==> config.mk <==
export PLATFORM = sky130hd
export DESIGN_NAME = emct_timer
export DESIGN_NICKNAME = d
export VERILOG_FILES = /design/src/emct_timer.v
export VERILOG_INCLUDE_DIRS = /design/src /design/src/src
export SDC_FILE = /design/constraint.sdc
export NUM_CORES = 1
export LEC_CHECK = 0
export ABC_CLOCK_PERIOD_IN_PS = 4800
export BUFFER_PORTS_ARGS = -buffer_cell sky130_fd_sc_hd__buf_2
export CAP_MARGIN = 20
export CORE_MARGIN = 2
export CORE_UTILIZATION = 59
export CTS_CLUSTER_DIAMETER = 100
export DETAILED_ROUTE_END_ITERATION = 8
export PLACE_DENSITY = 0.91
export SYNTH_ARGS = -nofsm -noshare
export SYNTH_HDL_FRONTEND = slang
export SYNTH_SLANG_ARGS = --single-unit
export TNS_END_PERCENT = 10
==> constraint.sdc <==
create_clock -name aclk -period 4.8 [get_ports aclk]
set_clock_uncertainty 0.2 [all_clocks]
set_input_delay 0.48 -clock aclk [delete_from_list [all_inputs] [get_ports aclk]]
set_output_delay 0.48 -clock aclk [all_outputs]
set_load 0.03 [all_outputs]
==> src/emct_defines.vh <==
// Purpose: Shared constants for the eight-mode capture timer.
// Assumes: Register index times four gives the AXI byte address.
// Notes:   Definitions only.
`ifndef EMCT_DEFINES_VH
`define EMCT_DEFINES_VH

// Register indices
`define EMCT_IDX_CTRL_A   4'h0
`define EMCT_IDX_CTRL_B   4'h1
`define EMCT_IDX_EV_CTRL  4'h4
`define EMCT_IDX_INT_CTRL 4'h5
`define EMCT_IDX_INT_FLAG 4'h6
`define EMCT_IDX_STATUS   4'h7
`define EMCT_IDX_COUNT    4'hA
`define EMCT_IDX_COMPARE  4'hC

// Field positions
`define EMCT_A_ENABLE     0
`define EMCT_A_CLKSEL_LO  1
`define EMCT_A_CLKSEL_HI  2
`define EMCT_B_MODE_LO    0
`define EMCT_B_MODE_HI    2
`define EMCT_B_OVERRIDE   4
`define EMCT_B_INIT       5
`define EMCT_B_ASYNC      6
`define EMCT_E_CAPTEI     0
`define EMCT_E_EDGE       4

// Reset values
`define EMCT_RST_BYTE     8'h00
`define EMCT_RST_WORD     16'h0000

// Timer modes
`define EMCT_M_PERIODIC   3'h0
`define EMCT_M_TIMEOUT    3'h1
`define EMCT_M_CAPTURE    3'h2
`define EMCT_M_FREQ       3'h3
`define EMCT_M_PWIDTH     3'h4
`define EMCT_M_FREQ_PW    3'h5
`define EMCT_M_SINGLE     3'h6
`define EMCT_M_PWM8       3'h7

// Tick sources
`define EMCT_CK_DIV1      2'h0
`define EMCT_CK_DIV2      2'h1

// Bus responses
`define EMCT_RESP_OKAY    2'h0
`define EMCT_RESP_SLVERR  2'h2

`endif

==> src/emct_timer.v <==
// Purpose: 16-bit eight-mode capture/compare timer with AXI4-Lite registers.
// Assumes: Inputs synchronous to aclk; reset synchronous, active low.
// Notes:   Event edges act on aclk; counting acts on the selected tick.
// Operation
// - Periodic mode counts to compare, flags, restarts.
// - Top below count: run to all-ones, wrap.
// - Timeout: start edge starts, other edge stops.
// - Timeout reaching top sets flag, emits event.
// - Frozen timeout counter restarts on start edge.
// - Frozen reads and run writes change nothing.
// - Capture mode: edge copies count, flags, events.
// - Capture modes: compare low read clears flag.
// - Frequency mode: edge captures then restarts counter.
// - Pulse width: rise restarts, fall captures, alternates.
// - Freq+width: rise start, fall capture, rise stops.
// - Single-shot: low when stopped, edge starts pulse.
// - Single-shot stops at compare, ignores events briefly.
// - Synchronous single-shot output rises two cycles later.
// - Single-shot runs on enable unless count equals top.
// - Immediate option sets output at the edge.
// - Immediate option: counter starts two-three ticks later.
// - PWM8: period low byte plus one, duty high.
// - Mode field codes 0 to 7 in order.
// - Initial level only matters outside PWM, single-shot.
// - Override puts waveform onto the port pin.
`include "emct_defines.vh"

module emct_timer #(
	parameter AW = 6                        // AXI address width
) (
	input  wire          aclk,
	input  wire          aresetn,
	input  wire [AW-1:0] s_axi_awaddr,
	input  wire          s_axi_awvalid,
	output reg           s_axi_awready,
	input  wire [31:0]   s_axi_wdata,
	input  wire [3:0]    s_axi_wstrb,
	input  wire          s_axi_wvalid,
	output reg           s_axi_wready,
	output reg  [1:0]    s_axi_bresp,
	output reg           s_axi_bvalid,
	input  wire          s_axi_bready,
	input  wire [AW-1:0] s_axi_araddr,
	input  wire          s_axi_arvalid,
	output reg           s_axi_arready,
	output reg  [31:0]   s_axi_rdata,
	output reg  [1:0]    s_axi_rresp,
	output reg           s_axi_rvalid,
	input  wire          s_axi_rready,
	input  wire          event_in,
	input  wire          tca_tick_in,
	input  wire          port_out_value,
	output reg           waveform_pin_q,
	output reg           event_out_q,
	output reg           irq_q
);

	// Register index from a byte address
	function [3:0] fn_idx;
		input [AW-1:0] a;
		begin
			fn_idx = a[5:2];
		end
	endfunction

	// Byte-lane merge into a 16-bit register
	function [15:0] fn_merge;
		input [15:0] old;
		input [31:0] d;
		input [3:0]  s;
		begin
			fn_merge[7:0]  = s[0] ? d[7:0] : old[7:0];
			fn_merge[15:8] = s[1] ? d[15:8] : old[15:8];
		end
	endfunction

	// Software registers
	reg  [7:0]    ctrl_a_q;                 // Enable, tick select
	reg  [7:0]    ctrl_b_q;                 // Mode, override, init, async
	reg  [7:0]    ev_ctrl_q;                // Event enable, edge
	reg           int_en_q;                 // Interrupt enable
	reg  [15:0]   count_value_q;            // Counter
	reg  [15:0]   compare_value_reg_q;      // Compare / capture

	// Timer state
	reg           event_match_flag_q;       // Sticky match flag
	reg           run_q;                    // Counter running
	reg           wave_q;                   // Internal waveform
	reg           ev_prev_q;                // Last event level
	reg           en_prev_q;                // Last enable value
	reg           div2_q;                   // Half-rate toggle
	reg           hold_q;                   // Single-shot lockout
	reg           pend_q;                   // Single-shot start pending
	reg  [1:0]    fpw_q;                    // Freq+width phase

	// Write channel holding
	reg           aw_have_q;
	reg           w_have_q;
	reg  [AW-1:0] awaddr_q;
	reg  [31:0]   wdata_q;
	reg  [3:0]    wstrb_q;

	// Field views
	wire          enable    = ctrl_a_q[`EMCT_A_ENABLE];
	wire [1:0]    clksel    = ctrl_a_q[`EMCT_A_CLKSEL_HI:`EMCT_A_CLKSEL_LO];
	wire [2:0]    timer_mode_select = ctrl_b_q[`EMCT_B_MODE_HI:`EMCT_B_MODE_LO];
	wire          waveform_pin_override = ctrl_b_q[`EMCT_B_OVERRIDE];
	wire          pin_initial_level = ctrl_b_q[`EMCT_B_INIT];
	wire          async_out = ctrl_b_q[`EMCT_B_ASYNC];
	wire          captei    = ev_ctrl_q[`EMCT_E_CAPTEI];
	wire          edge_sel  = ev_ctrl_q[`EMCT_E_EDGE];
	wire [7:0]    pwm_period_byte = compare_value_reg_q[7:0];
	wire [7:0]    pwm_duty_byte   = compare_value_reg_q[15:8];

	// Tick: one timer clock step, gated by enable
	wire          timer_tick_clock = enable & ((clksel == `EMCT_CK_DIV1) ? 1'b1 :
	                                (clksel == `EMCT_CK_DIV2) ? div2_q : tca_tick_in);

	// Edge detection; source keeps pulses wide enough to be seen
	wire          pos_e  = enable & captei & event_in & ~ev_prev_q;
	wire          neg_e  = enable & captei & ~event_in & ev_prev_q;
	wire          sel_e  = edge_sel ? neg_e : pos_e;                  // Selected polarity
	wire          oth_e  = edge_sel ? pos_e : neg_e;                  // Opposite polarity
	wire          at_top = (count_value_q == compare_value_reg_q);
	wire [15:0]   cnt_inc = count_value_q + 16'h0001;
	wire [7:0]    pwm_nxt = (count_value_q[7:0] == pwm_period_byte) ? 8'h00 :
	                        count_value_q[7:0] + 8'h01;

	// Capture modes share flag auto-clear
	wire          cap_mode = (timer_mode_select >= `EMCT_M_CAPTURE) &&
	                         (timer_mode_select <= `EMCT_M_FREQ_PW);

	// Single-shot accepted start edge
	wire          ss_go  = (timer_mode_select == `EMCT_M_SINGLE) & sel_e &
	                       ~run_q & ~hold_q & ~pend_q;

	// Bus fires
	wire          wr_fire = aw_have_q & w_have_q & ~s_axi_bvalid;
	wire [3:0]    wr_idx  = fn_idx(awaddr_q);
	wire          rd_fire = s_axi_arvalid & s_axi_arready;
	wire [3:0]    rd_idx  = fn_idx(s_axi_araddr);
	wire          cnt_wr  = wr_fire & (wr_idx == `EMCT_IDX_COUNT);
	wire          cmp_wr  = wr_fire & (wr_idx == `EMCT_IDX_COMPARE);
	// Reading the compare low byte only clears in capture modes, so a read
	// in frozen timeout mode leaves all state alone
	wire          cmp_rd  = rd_fire & (rd_idx == `EMCT_IDX_COMPARE) & cap_mode;

	// Flag set sources from timer logic
	reg           set_flag;

	// Write address and data are held until both are present
	always @(posedge aclk) begin
		if (!aresetn) begin
			aw_have_q     <= 1'b0;
			w_have_q      <= 1'b0;
			awaddr_q      <= {AW{1'b0}};
			wdata_q       <= 32'h00000000;
			wstrb_q       <= 4'h0;
			s_axi_awready <= 1'b0;
			s_axi_wready  <= 1'b0;
			s_axi_bvalid  <= 1'b0;
			s_axi_bresp   <= `EMCT_RESP_OKAY;
		end else begin
			// Ready only while the holding slot is empty
			s_axi_awready <= ~aw_have_q & ~(s_axi_awvalid & s_axi_awready);
			s_axi_wready  <= ~w_have_q & ~(s_axi_wvalid & s_axi_wready);
			if (s_axi_awvalid && s_axi_awready) begin
				aw_have_q <= 1'b1;
				awaddr_q  <= s_axi_awaddr;
			end
			if (s_axi_wvalid && s_axi_wready) begin
				w_have_q <= 1'b1;
				wdata_q  <= s_axi_wdata;
				wstrb_q  <= s_axi_wstrb;
			end
			// Response follows the register update
			if (wr_fire) begin
				aw_have_q    <= 1'b0;
				w_have_q     <= 1'b0;
				s_axi_bvalid <= 1'b1;
				case (wr_idx)
					`EMCT_IDX_CTRL_A, `EMCT_IDX_CTRL_B, `EMCT_IDX_EV_CTRL,
					`EMCT_IDX_INT_CTRL, `EMCT_IDX_INT_FLAG, `EMCT_IDX_STATUS,
					`EMCT_IDX_COUNT, `EMCT_IDX_COMPARE: begin
						s_axi_bresp <= `EMCT_RESP_OKAY;
					end
					default: begin
						s_axi_bresp <= `EMCT_RESP_SLVERR;
					end
				endcase
			end else if (s_axi_bvalid && s_axi_bready) begin
				s_axi_bvalid <= 1'b0;
			end
		end
	end

	// Read channel: one read in flight, data one cycle after address
	always @(posedge aclk) begin
		if (!aresetn) begin
			s_axi_arready <= 1'b0;
			s_axi_rvalid  <= 1'b0;
			s_axi_rdata   <= 32'h00000000;
			s_axi_rresp   <= `EMCT_RESP_OKAY;
		end else begin
			s_axi_arready <= ~s_axi_rvalid & ~rd_fire;
			if (rd_fire) begin
				s_axi_rvalid <= 1'b1;
				s_axi_rresp  <= `EMCT_RESP_OKAY;
				case (rd_idx)
					`EMCT_IDX_CTRL_A:   s_axi_rdata <= {24'h000000, ctrl_a_q};
					`EMCT_IDX_CTRL_B:   s_axi_rdata <= {24'h000000, ctrl_b_q};
					`EMCT_IDX_EV_CTRL:  s_axi_rdata <= {24'h000000, ev_ctrl_q};
					`EMCT_IDX_INT_CTRL: s_axi_rdata <= {31'h00000000, int_en_q};
					`EMCT_IDX_INT_FLAG: s_axi_rdata <= {31'h00000000, event_match_flag_q};
					`EMCT_IDX_STATUS:   s_axi_rdata <= {31'h00000000, run_q};
					`EMCT_IDX_COUNT:    s_axi_rdata <= {16'h0000, count_value_q};
					`EMCT_IDX_COMPARE:  s_axi_rdata <= {16'h0000, compare_value_reg_q};
					default: begin
						// Unmapped: zero data, slave error
						s_axi_rdata <= 32'h00000000;
						s_axi_rresp <= `EMCT_RESP_SLVERR;
					end
				endcase
			end else if (s_axi_rvalid && s_axi_rready) begin
				s_axi_rvalid <= 1'b0;
			end
		end
	end

	// Control registers; status is read-only so run writes are ignored
	always @(posedge aclk) begin
		if (!aresetn) begin
			ctrl_a_q  <= `EMCT_RST_BYTE;
			ctrl_b_q  <= `EMCT_RST_BYTE;
			ev_ctrl_q <= `EMCT_RST_BYTE;
			int_en_q  <= 1'b0;
		end else if (wr_fire && wstrb_q[0]) begin
			case (wr_idx)
				`EMCT_IDX_CTRL_A:   ctrl_a_q  <= wdata_q[7:0];
				`EMCT_IDX_CTRL_B:   ctrl_b_q  <= wdata_q[7:0];
				`EMCT_IDX_EV_CTRL:  ev_ctrl_q <= wdata_q[7:0];
				`EMCT_IDX_INT_CTRL: int_en_q  <= wdata_q[0];
				default: begin
					// Other indices handled elsewhere or ignored
				end
			endcase
		end
	end

	// Tick generator and edge history
	always @(posedge aclk) begin
		if (!aresetn) begin
			div2_q    <= 1'b0;
			ev_prev_q <= 1'b0;
			en_prev_q <= 1'b0;
		end else begin
			div2_q    <= enable ? ~div2_q : 1'b0;
			ev_prev_q <= event_in;
			en_prev_q <= enable;
		end
	end

	// Main counter, compare, waveform and mode sequencing
	always @(posedge aclk) begin
		if (!aresetn) begin
			count_value_q       <= `EMCT_RST_WORD;
			compare_value_reg_q <= `EMCT_RST_WORD;
			run_q               <= 1'b0;
			wave_q              <= 1'b0;
			hold_q              <= 1'b0;
			pend_q              <= 1'b0;
			fpw_q               <= 2'h0;
			set_flag            <= 1'b0;
		end else begin
			set_flag <= 1'b0;
			pend_q   <= 1'b0;
			case (timer_mode_select)
				`EMCT_M_PERIODIC: begin
					run_q  <= enable;
					wave_q <= pin_initial_level;
					if (timer_tick_clock) begin
						// Equal top restarts; a top below count wraps at all-ones
						count_value_q <= at_top ? 16'h0000 : cnt_inc;
						if (at_top)
							set_flag <= 1'b1;
					end
				end
				`EMCT_M_TIMEOUT: begin
					wave_q <= pin_initial_level;
					if (sel_e) begin
						// Start, also out of the frozen state
						run_q         <= 1'b1;
						count_value_q <= 16'h0000;
					end else if (oth_e) begin
						run_q <= 1'b0;
					end else if (run_q && timer_tick_clock) begin
						count_value_q <= cnt_inc;
						if (at_top)
							set_flag <= 1'b1;
					end
				end
				`EMCT_M_CAPTURE: begin
					run_q  <= enable;
					wave_q <= pin_initial_level;
					if (timer_tick_clock)
						count_value_q <= cnt_inc;
					if (sel_e) begin
						compare_value_reg_q <= count_value_q;
						set_flag            <= 1'b1;
					end
				end
				`EMCT_M_FREQ: begin
					run_q  <= enable;
					wave_q <= pin_initial_level;
					if (sel_e) begin
						compare_value_reg_q <= count_value_q;
						count_value_q       <= 16'h0000;
						set_flag            <= 1'b1;
					end else if (timer_tick_clock) begin
						count_value_q <= cnt_inc;
					end
				end
				`EMCT_M_PWIDTH: begin
					run_q  <= enable;
					wave_q <= pin_initial_level;
					// Both polarities watched; rise restarts, fall captures
					if (pos_e) begin
						count_value_q <= 16'h0000;
					end else if (neg_e) begin
						compare_value_reg_q <= count_value_q;
						set_flag            <= 1'b1;
					end else if (timer_tick_clock) begin
						count_value_q <= cnt_inc;
					end
				end
				`EMCT_M_FREQ_PW: begin
					wave_q <= pin_initial_level;
					case (fpw_q)
						2'h0: begin
							// Idle until a rise
							if (pos_e) begin
								count_value_q <= 16'h0000;
								run_q         <= 1'b1;
								fpw_q         <= 2'h1;
							end
						end
						2'h1: begin
							if (neg_e) begin
								compare_value_reg_q <= count_value_q;
								fpw_q               <= 2'h2;
							end
						end
						2'h2: begin
							if (pos_e) begin
								run_q    <= 1'b0;
								set_flag <= 1'b1;
								fpw_q    <= 2'h3;
							end
						end
						default: begin
							// Stopped until compare read rearms
							if (cmp_rd)
								fpw_q <= 2'h0;
						end
					endcase
					if (run_q && timer_tick_clock && !pos_e && fpw_q != 2'h0)
						count_value_q <= cnt_inc;
				end
				`EMCT_M_SINGLE: begin
					if (ss_go) begin
						pend_q <= 1'b1;
						wave_q <= 1'b1;
					end
					if (pend_q) begin
						// Counter restarts one cycle after the accepted edge
						count_value_q <= 16'h0000;
						run_q         <= 1'b1;
					end else if (enable && !en_prev_q && !at_top) begin
						run_q  <= 1'b1;
						wave_q <= 1'b1;
					end else if (run_q && timer_tick_clock) begin
						if (at_top) begin
							run_q    <= 1'b0;
							wave_q   <= 1'b0;
							hold_q   <= 1'b1;
							set_flag <= 1'b1;
						end else begin
							count_value_q <= cnt_inc;
						end
					end else if (timer_tick_clock) begin
						hold_q <= 1'b0;
					end
					if (!run_q && !pend_q && !ss_go && !hold_q)
						wave_q <= 1'b0;
				end
				default: begin
					// PWM8: low byte period, high byte duty
					run_q <= enable;
					if (timer_tick_clock) begin
						count_value_q <= {8'h00, pwm_nxt};
						if (pwm_nxt == 8'h00) begin
							wave_q   <= 1'b1;
							set_flag <= 1'b1;
						end else if (pwm_nxt == pwm_duty_byte) begin
							wave_q <= 1'b0;
						end
					end
				end
			endcase
			if (!enable && timer_mode_select != `EMCT_M_SINGLE)
				run_q <= 1'b0;
			// Software writes win over counting
			if (cnt_wr)
				count_value_q <= fn_merge(count_value_q, wdata_q, wstrb_q);
			if (cmp_wr)
				compare_value_reg_q <= fn_merge(compare_value_reg_q, wdata_q, wstrb_q);
		end
	end

	// Flag: write-one clear or compare read clear; a set in the same cycle wins
	always @(posedge aclk) begin
		if (!aresetn) begin
			event_match_flag_q <= 1'b0;
			event_out_q        <= 1'b0;
			irq_q              <= 1'b0;
		end else begin
			if (cmp_rd)
				event_match_flag_q <= 1'b0;
			if (wr_fire && wr_idx == `EMCT_IDX_INT_FLAG && wstrb_q[0] && wdata_q[0])
				event_match_flag_q <= 1'b0;
			if (set_flag)
				event_match_flag_q <= 1'b1;
			event_out_q <= set_flag;
			irq_q       <= int_en_q & (event_match_flag_q | set_flag);
		end
	end

	// Pin mux; immediate option lifts the pin in the edge's own cycle
	always @(posedge aclk) begin
		if (!aresetn) begin
			waveform_pin_q <= 1'b0;
		end else if (!waveform_pin_override) begin
			waveform_pin_q <= port_out_value;
		end else if (ss_go && async_out) begin
			waveform_pin_q <= 1'b1;
		end else begin
			waveform_pin_q <= wave_q;
		end
	end

endmodule // emct_timer

==> run metrics <==
status=completed; CTS max path bufs=2; FP Rows=39; postcts setup bufs=0; Fmax=0.3134 GHz; sw power=0.5902 mW; GPL Wtd Cong=0.9973; Seq pwr share=0.428; height of the die=111.2 microns; Mapped Cells=837; number of global-route vias before repair=5929; Clock Latency Late Sink=0.43 ns; DP Area=7003 sq um; mapped cell area=6780 sq um; CTS sink cnt=118; Int Power=1.786 mW; max-slew violations=0; Setup CP Type=reg -> reg; Finish-stage setup viols=0; Min-Delay Path Class=in -> reg; first-pass GRT wire length=30110 microns; Slew headroom=0.4845; share of the synthesized area in the top cell type=0.3484; final period utilization=0.6647; hold bufs inserted after CTS=0; Die W=111.2 microns; CP max FO=12; DR iter-0 viols=595; share of layout cells above drive strength 1=0.1521; Sw Share=0.2484; drt total wl=18640 microns; Peak VDD IR=304.2 uV; sequential cell area fraction in the yosys report=0.3484; pwr/cell area=313.1 nW/um^2; Total Power=2.376 mW; io pins=102; pin count of the biggest net entering global routing=48; FFs w/ async S/R, synth=0; Final #Nets=930; cts bufs inserted=17; Netlist cell types=88; CTS tree=done; Routed Antenna Nets=0; Worst EP arrival=3.27 ns; ranking of synthesized cells by area=dfxtp_1, mux2i_1, nand2_1; Avg Inst Size Synth=8.101 sq um; DR vias/cell=6.385; minimum clock period=3.190 ns; combinational power share=0.050; number of flops mapped to enable cells by yosys=0; Routed WL per cell=18.20 microns; setup TNS=0 ns; port buffer count=61; antenna violations before repair=0; max cap viols=0; final instance area=7589 sq um; critical path capture point type=flop; top_reg_cell synth=dfxtp_1; Die ar.=12370 sq um; Lkg Pwr=3.034 nW; warnings from Yosys=0; commonest non-fill, non-tap cell in the layout=dfxtp_1; total gr overflow=0; initial core utilization=0.5989; highest-count cells in the layout ignoring fill and taps=dfxtp_1, nand2_1, nor2_1; cell taking the most area after synthesis=dfxtp_1; CP startpoint kind=flop; Required @ worst endpoint=4.87 ns; dpl hpwl=12970 microns; worst slew pin tran=0.7732 ns; GRT Total Usage=0.3018; CTS clk-pin slew, worst paths=0.06 ns; RSZ-0062 raised after global routing=false; cts repair resizes=0; H-tree Lvls=4; Final Hold Vio Count=0; DP Cell Count=992; Clk pwr share=0.522; area added between synthesis and finish=11.92%; # diodes=0; Root Buffer Master=clkbuf_16; CORE AREA=11320 sq um; non-filler cells, final=1024; vias after detailed routing=6538; DRC=0; drt pass-1 iters=7; flop and latch count out of synthesis=118
==> power by group through the flow <==
stage	clock network, mW	registers (mW)	logic, mW
after floorplan	0	1.03	0.0888
after global placement	0	1.04	0.115
after detailed placement	0	1.04	0.117
after CTS	1.25	1.01	0.118
after global routing	1.30	1.02	0.130
final	1.24	1.02	0.119
==> cells in the mapped netlist (all sizes together), types with 6 or more instances <==
cell	count
nand2	100
inv	15
a21oi	49
buf	47
clkbuf	26
nor2b	8
a31oi	13
nand3	20
dfxtp	118
or3	7
a221oi	12
nor4	8
a211oi	18
and3	13
nand4	10
mux2i	48
nor3	13
xor2	18
nand2b	15
o21ai	63
a22oi	11
and2	11
xnor2	6
nor2	92
==> stage by stage <==
step | hold slack, ns | util | setup WS (ns)
6_report | 0.08895 | 0.6703 | 1.610
5_1_grt | 0.09944 | 0.6703 | 1.545
4_1_cts | 0.07815 | 0.6703 | 1.771
3_5_place_dp | 0.2334 | 0.6186 | 1.758
3_3_place_gp | 0.2194 | 0.6186 | 1.824
2_1_floorplan | 0.2203 | - | 2.295
==> flip-flops by register name, indices dropped and copies added (netlist names), 2 cells and up <==
register / count
awaddr_q: 4
ctrl_b_q: 8
compare_value_reg_q: 16
s_axi_rdata: 16
wstrb_q: 2
wdata_q: 16
ev_ctrl_q: 8
fpw_q: 2
count_value_q: 16
ctrl_a_q: 8
==> path summary, 6_finish.rpt <==
path              depth (start not counted)       endpoint  slack, ns             start
setup / recovery                          8         wave_q       1.61  count_value_q[0]
hold / removal                            3     wdata_q[2]       0.09    s_axi_wdata[2]
setup reg to reg                          8         wave_q       1.61  count_value_q[0]
hold reg to reg                           1  s_axi_arready       0.24      s_axi_rvalid
==> kinds of logic after synthesis <==
group | Yosys count | share of synthesized area
compound gates | 227 | 0.2331
xor+xnor | 24 | 0.03100
fa+ha+maj | 4 | 0.007382
buf+inv | 88 | 0.06403
flops | 118 | 0.3484
mux | 50 | 0.07418
other cells | 1 | 0.0005531
simple gates | 325 | 0.2414
==> critical path: stages (launching register included) <==
cell and delay [ns]:
dfxtp_1 0.64, ha_1 0.35, nand3_1 0.20, xnor2_1 0.36
nand2_1 0.10, a211o_1 0.31, a221o_1 0.31, a222oi_1 0.42
a221oi_1 0.14
==> metal layers <==
layer | GRT usage | up-vias | part of all wire
met1 | 0.3793 | 3010 | 0.40
met3 | 0.07654 | 73 | 0.098
met5 | 0 | - | 0
met4 | 0.1490 | 0 | 0.037
li1 | - | 3053 | -
met2 | 0.4825 | 402 | 0.47
==> cell type report <==
type | instances | area [sq um]
Fill cell | 912 | 3732
Inverter | 15 | 56.30
Clock buffer | 20 | 466.7
Multi-Input combinational cell | 648 | 4048
Tap cell | 143 | 178.9
Timing Repair Buffer | 68 | 357.8
Sequential cell | 118 | 2362
Clock inverter | 12 | 118.9
Note: power is estimated with default switching activity, not from simulation.
